**config.mk**
```make
export PLATFORM = sky130hd
export DESIGN_NAME = adri_top
export DESIGN_NICKNAME = d
export VERILOG_FILES = /design/src/adri_pkg.sv /design/src/adri_ser_if.sv /design/src/adri_top.sv /design/src/adri_serializer.sv
export VERILOG_INCLUDE_DIRS = /design/src /design/src/src
export SDC_FILE = /design/constraint.sdc
export NUM_CORES = 1
export LEC_CHECK = 0
export BUFFER_PORTS_ARGS = -buffer_cell sky130_fd_sc_hd__buf_4
export CORE_ASPECT_RATIO = 1.75
export CORE_MARGIN = 2
export CORE_UTILIZATION = 40
export DETAILED_ROUTE_END_ITERATION = 12
export REMOVE_ABC_BUFFERS = 1
export SETUP_SLACK_MARGIN = 0.3
export SKIP_CTS_REPAIR_TIMING = 1
export SYNTH_ARGS = -nofsm -noshare
export SYNTH_HDL_FRONTEND = slang
export SYNTH_HIERARCHICAL = 1
export SYNTH_SLANG_ARGS = --single-unit
```
**constraint.sdc**
```tcl
create_clock -name CLK -period 7.8 [get_ports CLK]
set_input_delay 1.56 -clock CLK [delete_from_list [all_inputs] [get_ports CLK]]
set_output_delay 1.56 -clock CLK [all_outputs]
set_load 0.05 [all_outputs]
```
**src/adri_map.svh**
```systemverilog
// How it works
// [RL1] rate word is high nibble over low half
// [RL2] rate word accumulates; rollover marks each sample
// [RL3] normal mode: rate is crystal/2^27 times word
// [RL4] zero rate word idles logic and converter clock
// [RL5] accumulator paced by crystal clock, not PLL
// [RL6] 24-bit sample split: word plus low byte
// [RL7] sample request each period; software refills samples
// [RL8] high-rate mode bit: crystal/2^26 times word
// [RL9] software changes high-rate mode only while idle
// [RL10] limit field cycles counter zero to limit
// [RL11] set increment bit adds one at index
// [RL12] zero limit disables fine tuning entirely
// [RL13] mode bit selects 3 or 6 MHz clock
// [RL14] left/right data pins shift at 6 Mb/s
// [RL15] software programs fine tuning for exact rates
// [RL16] rollover raises request and consumes sample pair
`ifndef ADRI_MAP_SVH
`define ADRI_MAP_SVH

// register offsets
`define ADRI_OFS_RATE_LO        16'hFC34
`define ADRI_OFS_RATE_HI        16'hFC35
`define ADRI_OFS_LEFT_LO        16'hFC36
`define ADRI_OFS_LEFT_HI        16'hFC37
`define ADRI_OFS_RIGHT_LO       16'hFC38
`define ADRI_OFS_RIGHT_HI       16'hFC39
`define ADRI_OFS_STATUS         16'hFC3F
`define ADRI_OFS_MODE           16'hFED9

// reset values
`define ADRI_RST_WORD           16'h0000
`define ADRI_RST_NIBBLE         4'h0
`define ADRI_RST_BYTE           8'h00

// field positions
`define ADRI_RATE_HI_MSB        3
`define ADRI_LOWPART_MSB        15
`define ADRI_LOWPART_LSB        8
`define ADRI_MODE_EXTCLK_BIT    12
`define ADRI_MODE_HIRATE_BIT    11
`define ADRI_MODE_INC_MSB       10
`define ADRI_MODE_INC_LSB       4
`define ADRI_MODE_LIM_MSB       2
`define ADRI_MODE_LIM_LSB       0
`define ADRI_MODE_MASK          16'h1FF7

// timing
`define ADRI_CLK_HZ             200000000
`define ADRI_DATA_BPS           6000000
`define ADRI_BIT_CYC            (`ADRI_CLK_HZ / `ADRI_DATA_BPS)
`define ADRI_EXT_FAST_HZ        6000000
`define ADRI_EXT_SLOW_HZ        3000000
`define ADRI_EXT_FAST_HALF      (`ADRI_CLK_HZ / (2 * `ADRI_EXT_FAST_HZ))
`define ADRI_EXT_SLOW_HALF      (`ADRI_CLK_HZ / (2 * `ADRI_EXT_SLOW_HZ))
// crystal edges per accumulator step: 2^27/2^20 and 2^26/2^20
`define ADRI_PRESC_NORM         128
`define ADRI_PRESC_HIGH         64

`endif

```
**src/adri_pkg.sv**
```systemverilog
`default_nettype none
package adri_pkg;
	typedef logic [15:0] word_t;
	typedef logic [19:0] rate_t;
	typedef logic [23:0] sample_t;
	typedef enum logic [1:0] {
		SER_IDLE  = 2'b01,
		SER_SHIFT = 2'b10
	} ser_state_t;
endpackage
`default_nettype wire

```
**src/adri_ser_if.sv**
```systemverilog
`default_nettype none
// link between the rate engine and one data pin shifter
interface adri_ser_if;
	import adri_pkg::*;
	logic    load;
	sample_t word;
	logic    data;
	logic    busy;
	modport src (output load, output word, input data, input busy);
	modport ser (input load, input word, output data, output busy);
endinterface
`default_nettype wire

```
**src/adri_top.sv**
```systemverilog
// Added by the designer: the address-and-strobe port.
`include "adri_map.svh"
`default_nettype none
// playback front end: sample registers, rate interpolator, pin shifters
module adri_top (
	input  wire logic           CLK,
	input  wire logic           RST,
	input  wire logic           CRYSTAL_INPUT_CLOCK,
	input  wire adri_pkg::word_t ADDR,
	input  wire adri_pkg::word_t WDATA,
	input  wire logic           WR,
	input  wire logic           RD,
	output adri_pkg::word_t     RDATA,
	output logic                SAMPLE_REQ,
	output logic                LEFT_EXT_DATA_PIN,
	output logic                RIGHT_EXT_DATA_PIN,
	output logic                EXT_CONV_CLK,
	output logic                ANA_CLK_EN
);
	import adri_pkg::*;

	localparam logic [6:0] PRESC_NORM_LAST = 7'(`ADRI_PRESC_NORM - 1);
	localparam logic [6:0] PRESC_HIGH_LAST = 7'(`ADRI_PRESC_HIGH - 1);
	localparam logic [5:0] EXT_FAST_LAST   = 6'(`ADRI_EXT_FAST_HALF - 1);
	localparam logic [5:0] EXT_SLOW_LAST   = 6'(`ADRI_EXT_SLOW_HALF - 1);

	// ---------------- software registers ----------------
	word_t      rate_lo_ff, nxt_rate_lo;
	logic [3:0] rate_hi_ff, nxt_rate_hi;
	logic [7:0] left_lo_ff, nxt_left_lo;
	word_t      left_hi_ff, nxt_left_hi;
	logic [7:0] right_lo_ff, nxt_right_lo;
	word_t      right_hi_ff, nxt_right_hi;
	word_t      mode_ff, nxt_mode;
	word_t      rdata_ff, nxt_rdata;

	// ---------------- crystal synchroniser ----------------
	logic xs1_ff, nxt_xs1;
	logic xs2_ff, nxt_xs2;
	logic xs3_ff, nxt_xs3;

	// ---------------- rate engine ----------------
	logic [6:0] presc_ff, nxt_presc;
	rate_t      acc_ff, nxt_acc;
	logic [2:0] fcnt_ff, nxt_fcnt;
	logic       req_ff, nxt_req;

	// ---------------- converter clock ----------------
	logic [5:0] ediv_ff, nxt_ediv;
	logic       eclk_ff, nxt_eclk;
	logic       anaen_ff, nxt_anaen;

	// ---------------- decoded views ----------------
	rate_t      rate_word;
	logic       idle;
	logic       hi_rate;
	logic       slow_ext;
	logic [2:0] fine_tune_counter_limit;
	logic [6:0] fine_tune_increment_bits;
	logic       crystal_rise;
	logic [6:0] presc_last;
	logic       step;
	logic       extra;
	logic [20:0] sum;
	logic [5:0] ext_last;
	logic [7:0] inc_bits_ext;

	adri_ser_if left_if ();
	adri_ser_if right_if ();

	// rate word is the high nibble stacked on the low half
	assign rate_word = {rate_hi_ff, rate_lo_ff}; // RL1
	assign idle      = (rate_word == 20'h00000); // RL4
	assign hi_rate   = mode_ff[`ADRI_MODE_HIRATE_BIT];
	assign slow_ext  = mode_ff[`ADRI_MODE_EXTCLK_BIT];
	assign fine_tune_counter_limit  = mode_ff[`ADRI_MODE_LIM_MSB:`ADRI_MODE_LIM_LSB];
	assign fine_tune_increment_bits = mode_ff[`ADRI_MODE_INC_MSB:`ADRI_MODE_INC_LSB];

	// register writes; low-part registers keep only their upper byte
	always_comb begin
		nxt_rate_lo  = rate_lo_ff;
		nxt_rate_hi  = rate_hi_ff;
		nxt_left_lo  = left_lo_ff;
		nxt_left_hi  = left_hi_ff;
		nxt_right_lo = right_lo_ff;
		nxt_right_hi = right_hi_ff;
		nxt_mode     = mode_ff;
		if (WR) begin
			case (ADDR)
				`ADRI_OFS_RATE_LO:  nxt_rate_lo  = WDATA; // RL1
				`ADRI_OFS_RATE_HI:  nxt_rate_hi  = WDATA[`ADRI_RATE_HI_MSB:0]; // RL1
				`ADRI_OFS_LEFT_LO:  nxt_left_lo  = WDATA[`ADRI_LOWPART_MSB:`ADRI_LOWPART_LSB]; // RL6
				`ADRI_OFS_LEFT_HI:  nxt_left_hi  = WDATA; // RL6
				`ADRI_OFS_RIGHT_LO: nxt_right_lo = WDATA[`ADRI_LOWPART_MSB:`ADRI_LOWPART_LSB]; // RL6
				`ADRI_OFS_RIGHT_HI: nxt_right_hi = WDATA; // RL6
				// mode bits take effect at once; software keeps RL9 itself
				`ADRI_OFS_MODE:     nxt_mode     = WDATA & `ADRI_MODE_MASK; // RL9
				default: begin
				end
			endcase
		end
	end

	always_ff @(posedge CLK or posedge RST) begin
		if (RST) begin
			rate_lo_ff  <= `ADRI_RST_WORD;
			rate_hi_ff  <= `ADRI_RST_NIBBLE;
			left_lo_ff  <= `ADRI_RST_BYTE;
			left_hi_ff  <= `ADRI_RST_WORD;
			right_lo_ff <= `ADRI_RST_BYTE;
			right_hi_ff <= `ADRI_RST_WORD;
			mode_ff     <= `ADRI_RST_WORD;
		end else begin
			rate_lo_ff  <= nxt_rate_lo;
			rate_hi_ff  <= nxt_rate_hi;
			left_lo_ff  <= nxt_left_lo;
			left_hi_ff  <= nxt_left_hi;
			right_lo_ff <= nxt_right_lo;
			right_hi_ff <= nxt_right_hi;
			mode_ff     <= nxt_mode;
		end
	end

	// read data stands for exactly one cycle after the strobe, zero otherwise
	always_comb begin
		nxt_rdata = 16'h0000;
		if (RD) begin
			case (ADDR)
				`ADRI_OFS_RATE_LO:  nxt_rdata = rate_lo_ff;
				`ADRI_OFS_RATE_HI:  nxt_rdata = {12'h000, rate_hi_ff};
				`ADRI_OFS_LEFT_LO:  nxt_rdata = {left_lo_ff, 8'h00};
				`ADRI_OFS_LEFT_HI:  nxt_rdata = left_hi_ff;
				`ADRI_OFS_RIGHT_LO: nxt_rdata = {right_lo_ff, 8'h00};
				`ADRI_OFS_RIGHT_HI: nxt_rdata = right_hi_ff;
				`ADRI_OFS_MODE:     nxt_rdata = mode_ff;
				// live engine state: running, fine counter, shifters busy
				`ADRI_OFS_STATUS:   nxt_rdata = {10'h000, right_if.busy, left_if.busy,
				                                 fcnt_ff, ~idle};
				default:            nxt_rdata = 16'h0000;
			endcase
		end
	end

	always_ff @(posedge CLK or posedge RST) begin
		if (RST) begin
			rdata_ff <= 16'h0000;
		end else begin
			rdata_ff <= nxt_rdata;
		end
	end

	// crystal clock is foreign here: two flops, then a third for the edge
	always_comb begin
		nxt_xs1 = CRYSTAL_INPUT_CLOCK; // RL5
		nxt_xs2 = xs1_ff;
		nxt_xs3 = xs2_ff;
	end

	always_ff @(posedge CLK or posedge RST) begin
		if (RST) begin
			xs1_ff <= 1'b0;
			xs2_ff <= 1'b0;
			xs3_ff <= 1'b0;
		end else begin
			xs1_ff <= nxt_xs1;
			xs2_ff <= nxt_xs2;
			xs3_ff <= nxt_xs3;
		end
	end

	// limitation: crystal must stay below CLK/2 or edges are lost
	assign crystal_rise = xs2_ff & ~xs3_ff; // RL5

	// prescale sets 2^27 (normal) or 2^26 (high rate) overall division
	assign presc_last = hi_rate ? PRESC_HIGH_LAST : PRESC_NORM_LAST; // RL3 RL8
	assign step       = crystal_rise & (presc_ff >= presc_last);
	// index 7 has no increment bit, so it never adds
	assign inc_bits_ext = {1'b0, fine_tune_increment_bits}; // RL11
	assign extra        = (fine_tune_counter_limit != 3'h0) && inc_bits_ext[fcnt_ff]; // RL11 RL12
	assign sum        = {1'b0, acc_ff} + {1'b0, rate_word} + {20'h00000, extra}; // RL2

	// interpolator: carry out of the 20-bit accumulator is the sample tick
	always_comb begin
		nxt_presc = presc_ff;
		nxt_acc   = acc_ff;
		nxt_fcnt  = fcnt_ff;
		nxt_req   = 1'b0;
		if (idle) begin
			nxt_presc = 7'h00; // RL4
			nxt_acc   = 20'h00000; // RL4
			nxt_fcnt  = 3'h0; // RL4
		end else if (crystal_rise) begin
			nxt_presc = step ? 7'h00 : presc_ff + 7'h01;
			if (step) begin
				nxt_acc = sum[19:0]; // RL2
				nxt_req = sum[20]; // RL16 RL7
				if (fine_tune_counter_limit == 3'h0) begin
					nxt_fcnt = 3'h0; // RL12
				end else if (fcnt_ff >= fine_tune_counter_limit) begin
					nxt_fcnt = 3'h0; // RL10
				end else begin
					nxt_fcnt = fcnt_ff + 3'h1; // RL10
				end
			end
		end
	end

	always_ff @(posedge CLK or posedge RST) begin
		if (RST) begin
			presc_ff <= 7'h00;
			acc_ff   <= 20'h00000;
			fcnt_ff  <= 3'h0;
			req_ff   <= 1'b0;
		end else begin
			presc_ff <= nxt_presc;
			acc_ff   <= nxt_acc;
			fcnt_ff  <= nxt_fcnt;
			req_ff   <= nxt_req;
		end
	end

	// the request pulse also loads both shifters with the held pair
	assign left_if.load  = req_ff; // RL16
	assign left_if.word  = {left_hi_ff, left_lo_ff}; // RL6
	assign right_if.load = req_ff; // RL16
	assign right_if.word = {right_hi_ff, right_lo_ff}; // RL6

	adri_serializer u_left (
		.clk (CLK),
		.rst (RST),
		.sif (left_if.ser)
	);

	adri_serializer u_right (
		.clk (CLK),
		.rst (RST),
		.sif (right_if.ser)
	);

	// converter clock: divided from CLK, so its rate is approximate
	assign ext_last = slow_ext ? EXT_SLOW_LAST : EXT_FAST_LAST; // RL13

	always_comb begin
		nxt_ediv  = ediv_ff;
		nxt_eclk  = eclk_ff;
		nxt_anaen = ~idle; // RL4
		if (idle) begin
			nxt_ediv = 6'h00; // RL4
			nxt_eclk = 1'b0; // RL4
		end else if (ediv_ff >= ext_last) begin
			nxt_ediv = 6'h00; // RL13
			nxt_eclk = ~eclk_ff; // RL13
		end else begin
			nxt_ediv = ediv_ff + 6'h01;
		end
	end

	always_ff @(posedge CLK or posedge RST) begin
		if (RST) begin
			ediv_ff  <= 6'h00;
			eclk_ff  <= 1'b0;
			anaen_ff <= 1'b0;
		end else begin
			ediv_ff  <= nxt_ediv;
			eclk_ff  <= nxt_eclk;
			anaen_ff <= nxt_anaen;
		end
	end

	assign RDATA              = rdata_ff;
	assign SAMPLE_REQ         = req_ff; // RL7
	assign LEFT_EXT_DATA_PIN  = left_if.data; // RL14
	assign RIGHT_EXT_DATA_PIN = right_if.data; // RL14
	assign EXT_CONV_CLK       = eclk_ff;
	assign ANA_CLK_EN         = anaen_ff;
endmodule
`default_nettype wire

```
**src/adri_serializer.sv**
```systemverilog
`include "adri_map.svh"
`default_nettype none
// shifts one 24-bit sample out msb first at the pin bit rate
module adri_serializer (
	input wire logic clk,
	input wire logic rst,
	adri_ser_if.ser  sif
);
	import adri_pkg::*;

	localparam logic [5:0] BIT_LAST  = 6'(`ADRI_BIT_CYC - 1);
	localparam logic [4:0] LAST_BIT  = 5'h17;

	ser_state_t state_ff, nxt_state;
	sample_t    shreg_ff, nxt_shreg;
	logic [4:0] bitcnt_ff, nxt_bitcnt;
	logic [5:0] percnt_ff, nxt_percnt;
	logic       data_ff, nxt_data;

	// a new load restarts the word: a fresh sample outranks a stale tail
	always_comb begin
		nxt_state  = state_ff;
		nxt_shreg  = shreg_ff;
		nxt_bitcnt = bitcnt_ff;
		nxt_percnt = percnt_ff;
		nxt_data   = data_ff;
		if (sif.load) begin
			nxt_state  = SER_SHIFT;
			nxt_shreg  = sif.word;
			nxt_data   = sif.word[23];
			nxt_bitcnt = 5'h00;
			nxt_percnt = 6'h00;
		end else begin
			case (state_ff)
				SER_IDLE: begin
					nxt_data = 1'b0;
				end
				SER_SHIFT: begin
					if (percnt_ff >= BIT_LAST) begin // RL14
						nxt_percnt = 6'h00;
						if (bitcnt_ff == LAST_BIT) begin
							nxt_state = SER_IDLE;
							nxt_data  = 1'b0;
						end else begin
							nxt_bitcnt = bitcnt_ff + 5'h01;
							nxt_shreg  = {shreg_ff[22:0], 1'b0};
							nxt_data   = shreg_ff[22];
						end
					end else begin
						nxt_percnt = percnt_ff + 6'h01;
					end
				end
				default: begin
					nxt_state = SER_IDLE;
					nxt_data  = 1'b0;
				end
			endcase
		end
	end

	always_ff @(posedge clk or posedge rst) begin
		if (rst) begin
			state_ff  <= SER_IDLE;
			shreg_ff  <= 24'h000000;
			bitcnt_ff <= 5'h00;
			percnt_ff <= 6'h00;
			data_ff   <= 1'b0;
		end else begin
			state_ff  <= nxt_state;
			shreg_ff  <= nxt_shreg;
			bitcnt_ff <= nxt_bitcnt;
			percnt_ff <= nxt_percnt;
			data_ff   <= nxt_data;
		end
	end

	assign sif.data = data_ff;
	assign sif.busy = (state_ff == SER_SHIFT);
endmodule
`default_nettype wire

```
After elaboration in Yosys (flattened, before gate mapping)
Index checks and enable logic that the tools add are counted.

word-level totals
  register bits after elaboration = 212
  input bits = 37
  output and inout port bits = 21
  word-level logic and storage cells = 155

cells by class
  equality and inequality tests = 22
  $add $sub $neg = 9
  reductions and logical operators = 23
  order comparisons = 6
  bitwise operators = 5
  muxes and demuxes = 62

operators with widths
  kind                  number
  $mux 23               8
  $eq 16x16->1 const B  8
  $pmux 16 s8           1
  $mux 20               3
  $mux 6                9
  $mux 5                8
  $mux 7                4
  $add 20x20->21        1
  $add 21x1->21         1
  $logic_not 20->1      1
  $add 6x1->6 const B   3
  $mux 16               1
  $reduce_and 2->1      8
  $mux 3                5
  $mux 1                14
  $reduce_bool 2->1     7
  $ge 6x6->1 const B    2
  $mux 2                6
  $ne 3x2->1 const B    4
  $reduce_and 3->1      4
  $add 5x1->5 const B   2
  $eq 5x5->1 const B    2
  $ne 2x2->1 const B    4
  $pmux 2 s2            2
  other kinds (14)      19

Depth between registers and ports, before layout
  word-level depth = 7
  mapped depth = 13
  depth with buffers taken out = 13

Hierarchy
Netlist, hierarchy kept.

by module, submodules not included
  module           instances  sequential area each (um^2)  area each (um^2)  cells an instance
  adri_top         1          3453.3                       7236.9            632
  adri_serializer  2          927.1                        1896.8            202

Worst setup path before layout
No wires, ideal clock.

  kind = input port to flip-flop
  start point = input ADDR[8]
  end point = register rdata_ff[1] (netlist: RDATA[1])
  arrival time = 2.892 ns
  required time = 7.666 ns
  path buffers = 2
  cell stages on the path = 8
  library setup time = 0.134 ns
  slack = 4.774 ns
  path through = nand4b_1 nor2_1 and2_4 and4b_1 buf_6 o41ai_4 buf_6 a21oi_1

between the ends
  cells in the longest elaborated chain, start to end = 3
  elaborated cells on any way between the ends = 10
  those cells by class = eq/ne: 8; mux: 2

ends and longest elaborated chain
  item                  line             source
  from (decl)           adri_top.sv:9    input wire adri_pkg::word_t ADDR,
  $eq 16x16->1          adri_top.sv:128  case (ADDR)
  $pmux 16 s8 (*)       adri_top.sv:128
  $mux 16 (*)           adri_top.sv:127  if (RD) begin
  net nxt_rdata[1]      adri_top.sv:35   word_t rdata_ff, nxt_rdata;
  to (signal assigned)  adri_top.sv:148  rdata_ff <= nxt_rdata;
  to (decl)             adri_top.sv:35

Mark *: on every way through the listed nets, which the timed path passes. The rest lies on a longest branch.
A chain may end at the register's enable or synchronous reset.

Final worst setup path
  start point = register fcnt_ff[0]
  end point = register acc_ff[18]

between the ends
  cells in the longest elaborated chain, start to end = 7

ends and longest elaborated chain
  item                          line             source
  from (decl)                   adri_top.sv:45   logic [2:0] fcnt_ff, nxt_fcnt;
  from (signal assigned)        adri_top.sv:217  fcnt_ff <= nxt_fcnt;
  $bmux 1 s3                    adri_top.sv:179  assign extra = (fine_tune_counter_limit != 3'h0) && inc_bits_ext[fcnt_ff];
  $mux 1 (implied by the code)  adri_top.sv:179
  $logic_and 1x1->1             adri_top.sv:179
  $add 21x1->21                 adri_top.sv:180  assign sum = {1'b0, acc_ff} + {1'b0, rate_word} + {20'h00000, extra};
  $mux 20                       adri_top.sv:194  if (step) begin
  $mux 20                       adri_top.sv:192  end else if (crystal_rise) begin
  $mux 20                       adri_top.sv:188  if (idle) begin
  to (signal assigned)          adri_top.sv:216  acc_ff <= nxt_acc;
  to (decl)                     adri_top.sv:44   rate_t acc_ff, nxt_acc;

No other way between the ends. The select of a mux whose other input is x is not followed.

==> results.txt <==
Outcome: completed
Synth Register Bits: 212
Pre-CTS WS: 3970 ps
Post-route DRC: 0
Clock latency on the worst-skew pair: 530 ps
Number of top-level pins: 58
Unrepaired setup endpoints after global routing: no
CTS tree: yes
CP Cell Sequence: mux4_2 -> nor2_1 -> a211o_1 -> fa_1 -> fa_1 -> nor2b_1 -> o2111ai_1 -> a31o_2 -> nor3_1 -> a211oi_2 -> xor2_1 -> o21ai_1
Max stage delay on crit path: 440 ps
Final min period: 3400 ps
Via count: 8207
Tcrit/Tclk final: 43.6%
First-pass GRT wire length: 47200 um
Critical R2R Launch: fcnt_ff[0]$_DFFE_PP0P_
Core region area: 27200 sq um
Max Cap Viol: 0
Worst path arrival time: 3850 ps
Worst setup margin: 4400 ps
Vert. Die Dim: 224 um
Final setup TNS: 0 ps
Vias in the first global route: 8325
Pwr dens: 177 nW/um^2
Register area: 5310 sq um
Max VDD drop: 124 uV
Drt total wl: 30000 um
Clk pin slew, worst setup/hold paths: 70 ps
Mapped Area: 11000 sq um
Actual slew at the worst max-slew pin: 1220 ps
Dominant cell type by area after synthesis: dfrtp_1
Synth Flop Type: dfrtp_1
Hold slack: 354 ps
Asr flop ratio synth: 100%
Layout cell share with drive strength beyond 1: 19.7%
Setup violations, final: 0
Min-delay src: nxt_xs2$_DFF_PP0_
Max Slew Vio Count: 0
Register-to-Register Path Depth: 12
Synth cell types: 79
Final total power: 2.18 mW
Area Overhead vs Synth: 11.8%
Synth area leaders: dfrtp_1, mux2_2, a21oi_1
Sequential area share after synthesis: 48.1%
PortBufs: 57
Top delay family on crit path: compound AO/OA/AOI/OAI gates
FMAX: 0.294 GHz
Layout Skew: 14.5 ps
Fill count: 2650
Top post-synthesis cells by count: dfrtp_1, a21oi_1, nand2_1, o21ai_0, mux2_2
CP Capture Type: flip-flop
Synth top area share: 47.6%
Die area: 29000 sq um
Largest net degree at the start of global routing: 96
Critical Path RT: 8250 ps
CP bufs+invs: 0
Antenna viol nets, final: 0
Initial antenna violation count: 0
Avg Inst Size Synth: 10.6 sq um
Initial DRC Count: 727
Total CTS buffers: 21
Count leader, synth: dfrtp_1
CP Class: flip-flop to flip-flop
Aggregate global-route resource usage: 21.0%
DP HPWL: 21400 um
# diodes: 0
CTS root buffer: clkbuf_16
Pleak: 5.73 nW
Row cnt: 80
CP max-delay cell: dfrtp_1
Area of the multi-input gates: 5320 sq um
Reg2Reg Capture Point: acc_ff[18]$_DFFE_PP0P_
Min-delay worst type: flip-flop to flip-flop
Grt ovf: 0
Synth Warn #: 6
Die width: 130 um
R2r setup slk: 4400 ps
Hold-critical path depth: 0
CTS Buffer Depth: 3
Critical-path maximum fanout: 5
Slew headroom: 18.4%
Hold Crit Endpoint: nxt_xs3$_DFF_PP0_
Layout net count: 1134
Number of flops mapped to enable cells by yosys: 0
First-pass DRT Iterations: 5
Routed vias/inst: 5.70
CTS Sinks: 212
Placed Cells: 1404
WP depth: 12
H-Tree Depth: 1
Placer Congestion: 0.876
Layout Cells excl Fill: 1439
WL per Instance: 20.8 um
Post-Synthesis Cells: 1036
Final hold vios: 0
Crit start category: flip-flop
Initial Utilization: 40.5%
Setup crit start: fcnt_ff[0]$_DFFE_PP0P_
Cell repeated most along the worst path: fa_1
## worst max path at each step
| stage | slack, ps | to |
|---|---|---|
| floorplan | 2540 | ANA_CLK_EN$_DFF_PP0_ |
| global placement | 4000 | RDATA[2]$_DFF_PP0_ |
| detailed placement | 3970 | RDATA[2]$_DFF_PP0_ |
| CTS | 4400 | acc_ff[18]$_DFFE_PP0P_ |
| global route | 4240 | acc_ff[16]$_DFFE_PP0P_ |
| finish | 4400 | acc_ff[18]$_DFFE_PP0P_ |
## metal layers
| layer | share of wire [%] | global-route usage [%] | vias to the layer above |
|---|---|---|---|
| li1 | - | - | 3832 |
| met1 | 39 | 24.7 | 4143 |
| met2 | 53 | 37.7 | 167 |
| met3 | 2.7 | 1.91 | 65 |
| met4 | 5.1 | 10.5 | 0 |
| met5 | 0 | 0 | - |
## final cells by class
cell class,count,area share (%)
clock buffer,29,4.67
clock inverter,6,0.730
inverter,21,0.680
multi-input combinational,737,43.2
sequential,212,43.1
tap,369,3.74
timing repair buffer,65,3.96
## cells by family (layout without fill, tap and decap cells)
logic type / after synthesis / count (layout) / share of synthesized area (%)
AO/OA/AOI/OAI: 313 / 313 / 17.8
AND/OR/NAND/NOR: 264 / 264 / 13.8
multiplexers: 95 / 95 / 10.1
XOR/XNOR: 26 / 26 / 2.06
adder cells (fa/ha/maj): 39 / 39 / 4.56
flip-flops: 212 / 212 / 48.1
buffers and inverters: 87 / 121 / 3.62
## stage by stage
stage               utilization (%)  area, sq um
floorplan                         -        10700
global placement               42.9        11700
detailed placement             42.9        11700
CTS                            45.3        12300
global route                   45.3        12300
finish                         45.3        12300
## layout by cell type (no fill, tap or decap), types with 21 or more instances in the layout
cell type | synthesis | routed
dfrtp_1 | 210 | 209
nor2_1 | 34 | 34
o21ai_0 | 73 | 72
nand3_1 | 30 | 30
nand2_1 | 73 | 73
clkbuf_16 | 0 | 21
a21oi_1 | 94 | 94
ha_1 | 37 | 37
mux2_2 | 71 | 71
a31oi_1 | 57 | 57
nor2b_1 | 47 | 47
buf_4 | 3 | 65
## state kept, by name, indices dropped and copies added (netlist names), 6 cells and up
name	flops
RDATA	16
rate_lo_ff	16
ediv_ff	6
left_lo_ff	8
right_hi_ff	16
right_lo_ff	8
left_hi_ff	16
u_left/shreg_ff	23
presc_ff	7
u_right/shreg_ff	23
u_left/percnt_ff	6
acc_ff	20
mode_ff	12
u_right/percnt_ff	6
## power breakdown
part           internal, mW  leakage (nW)  switching [mW]
Clock                 0.583         0.321           0.439
Sequential             1.10          2.95        0.000481
Combinational        0.0167          2.46          0.0448
Power figures use the tool's default switching activity.
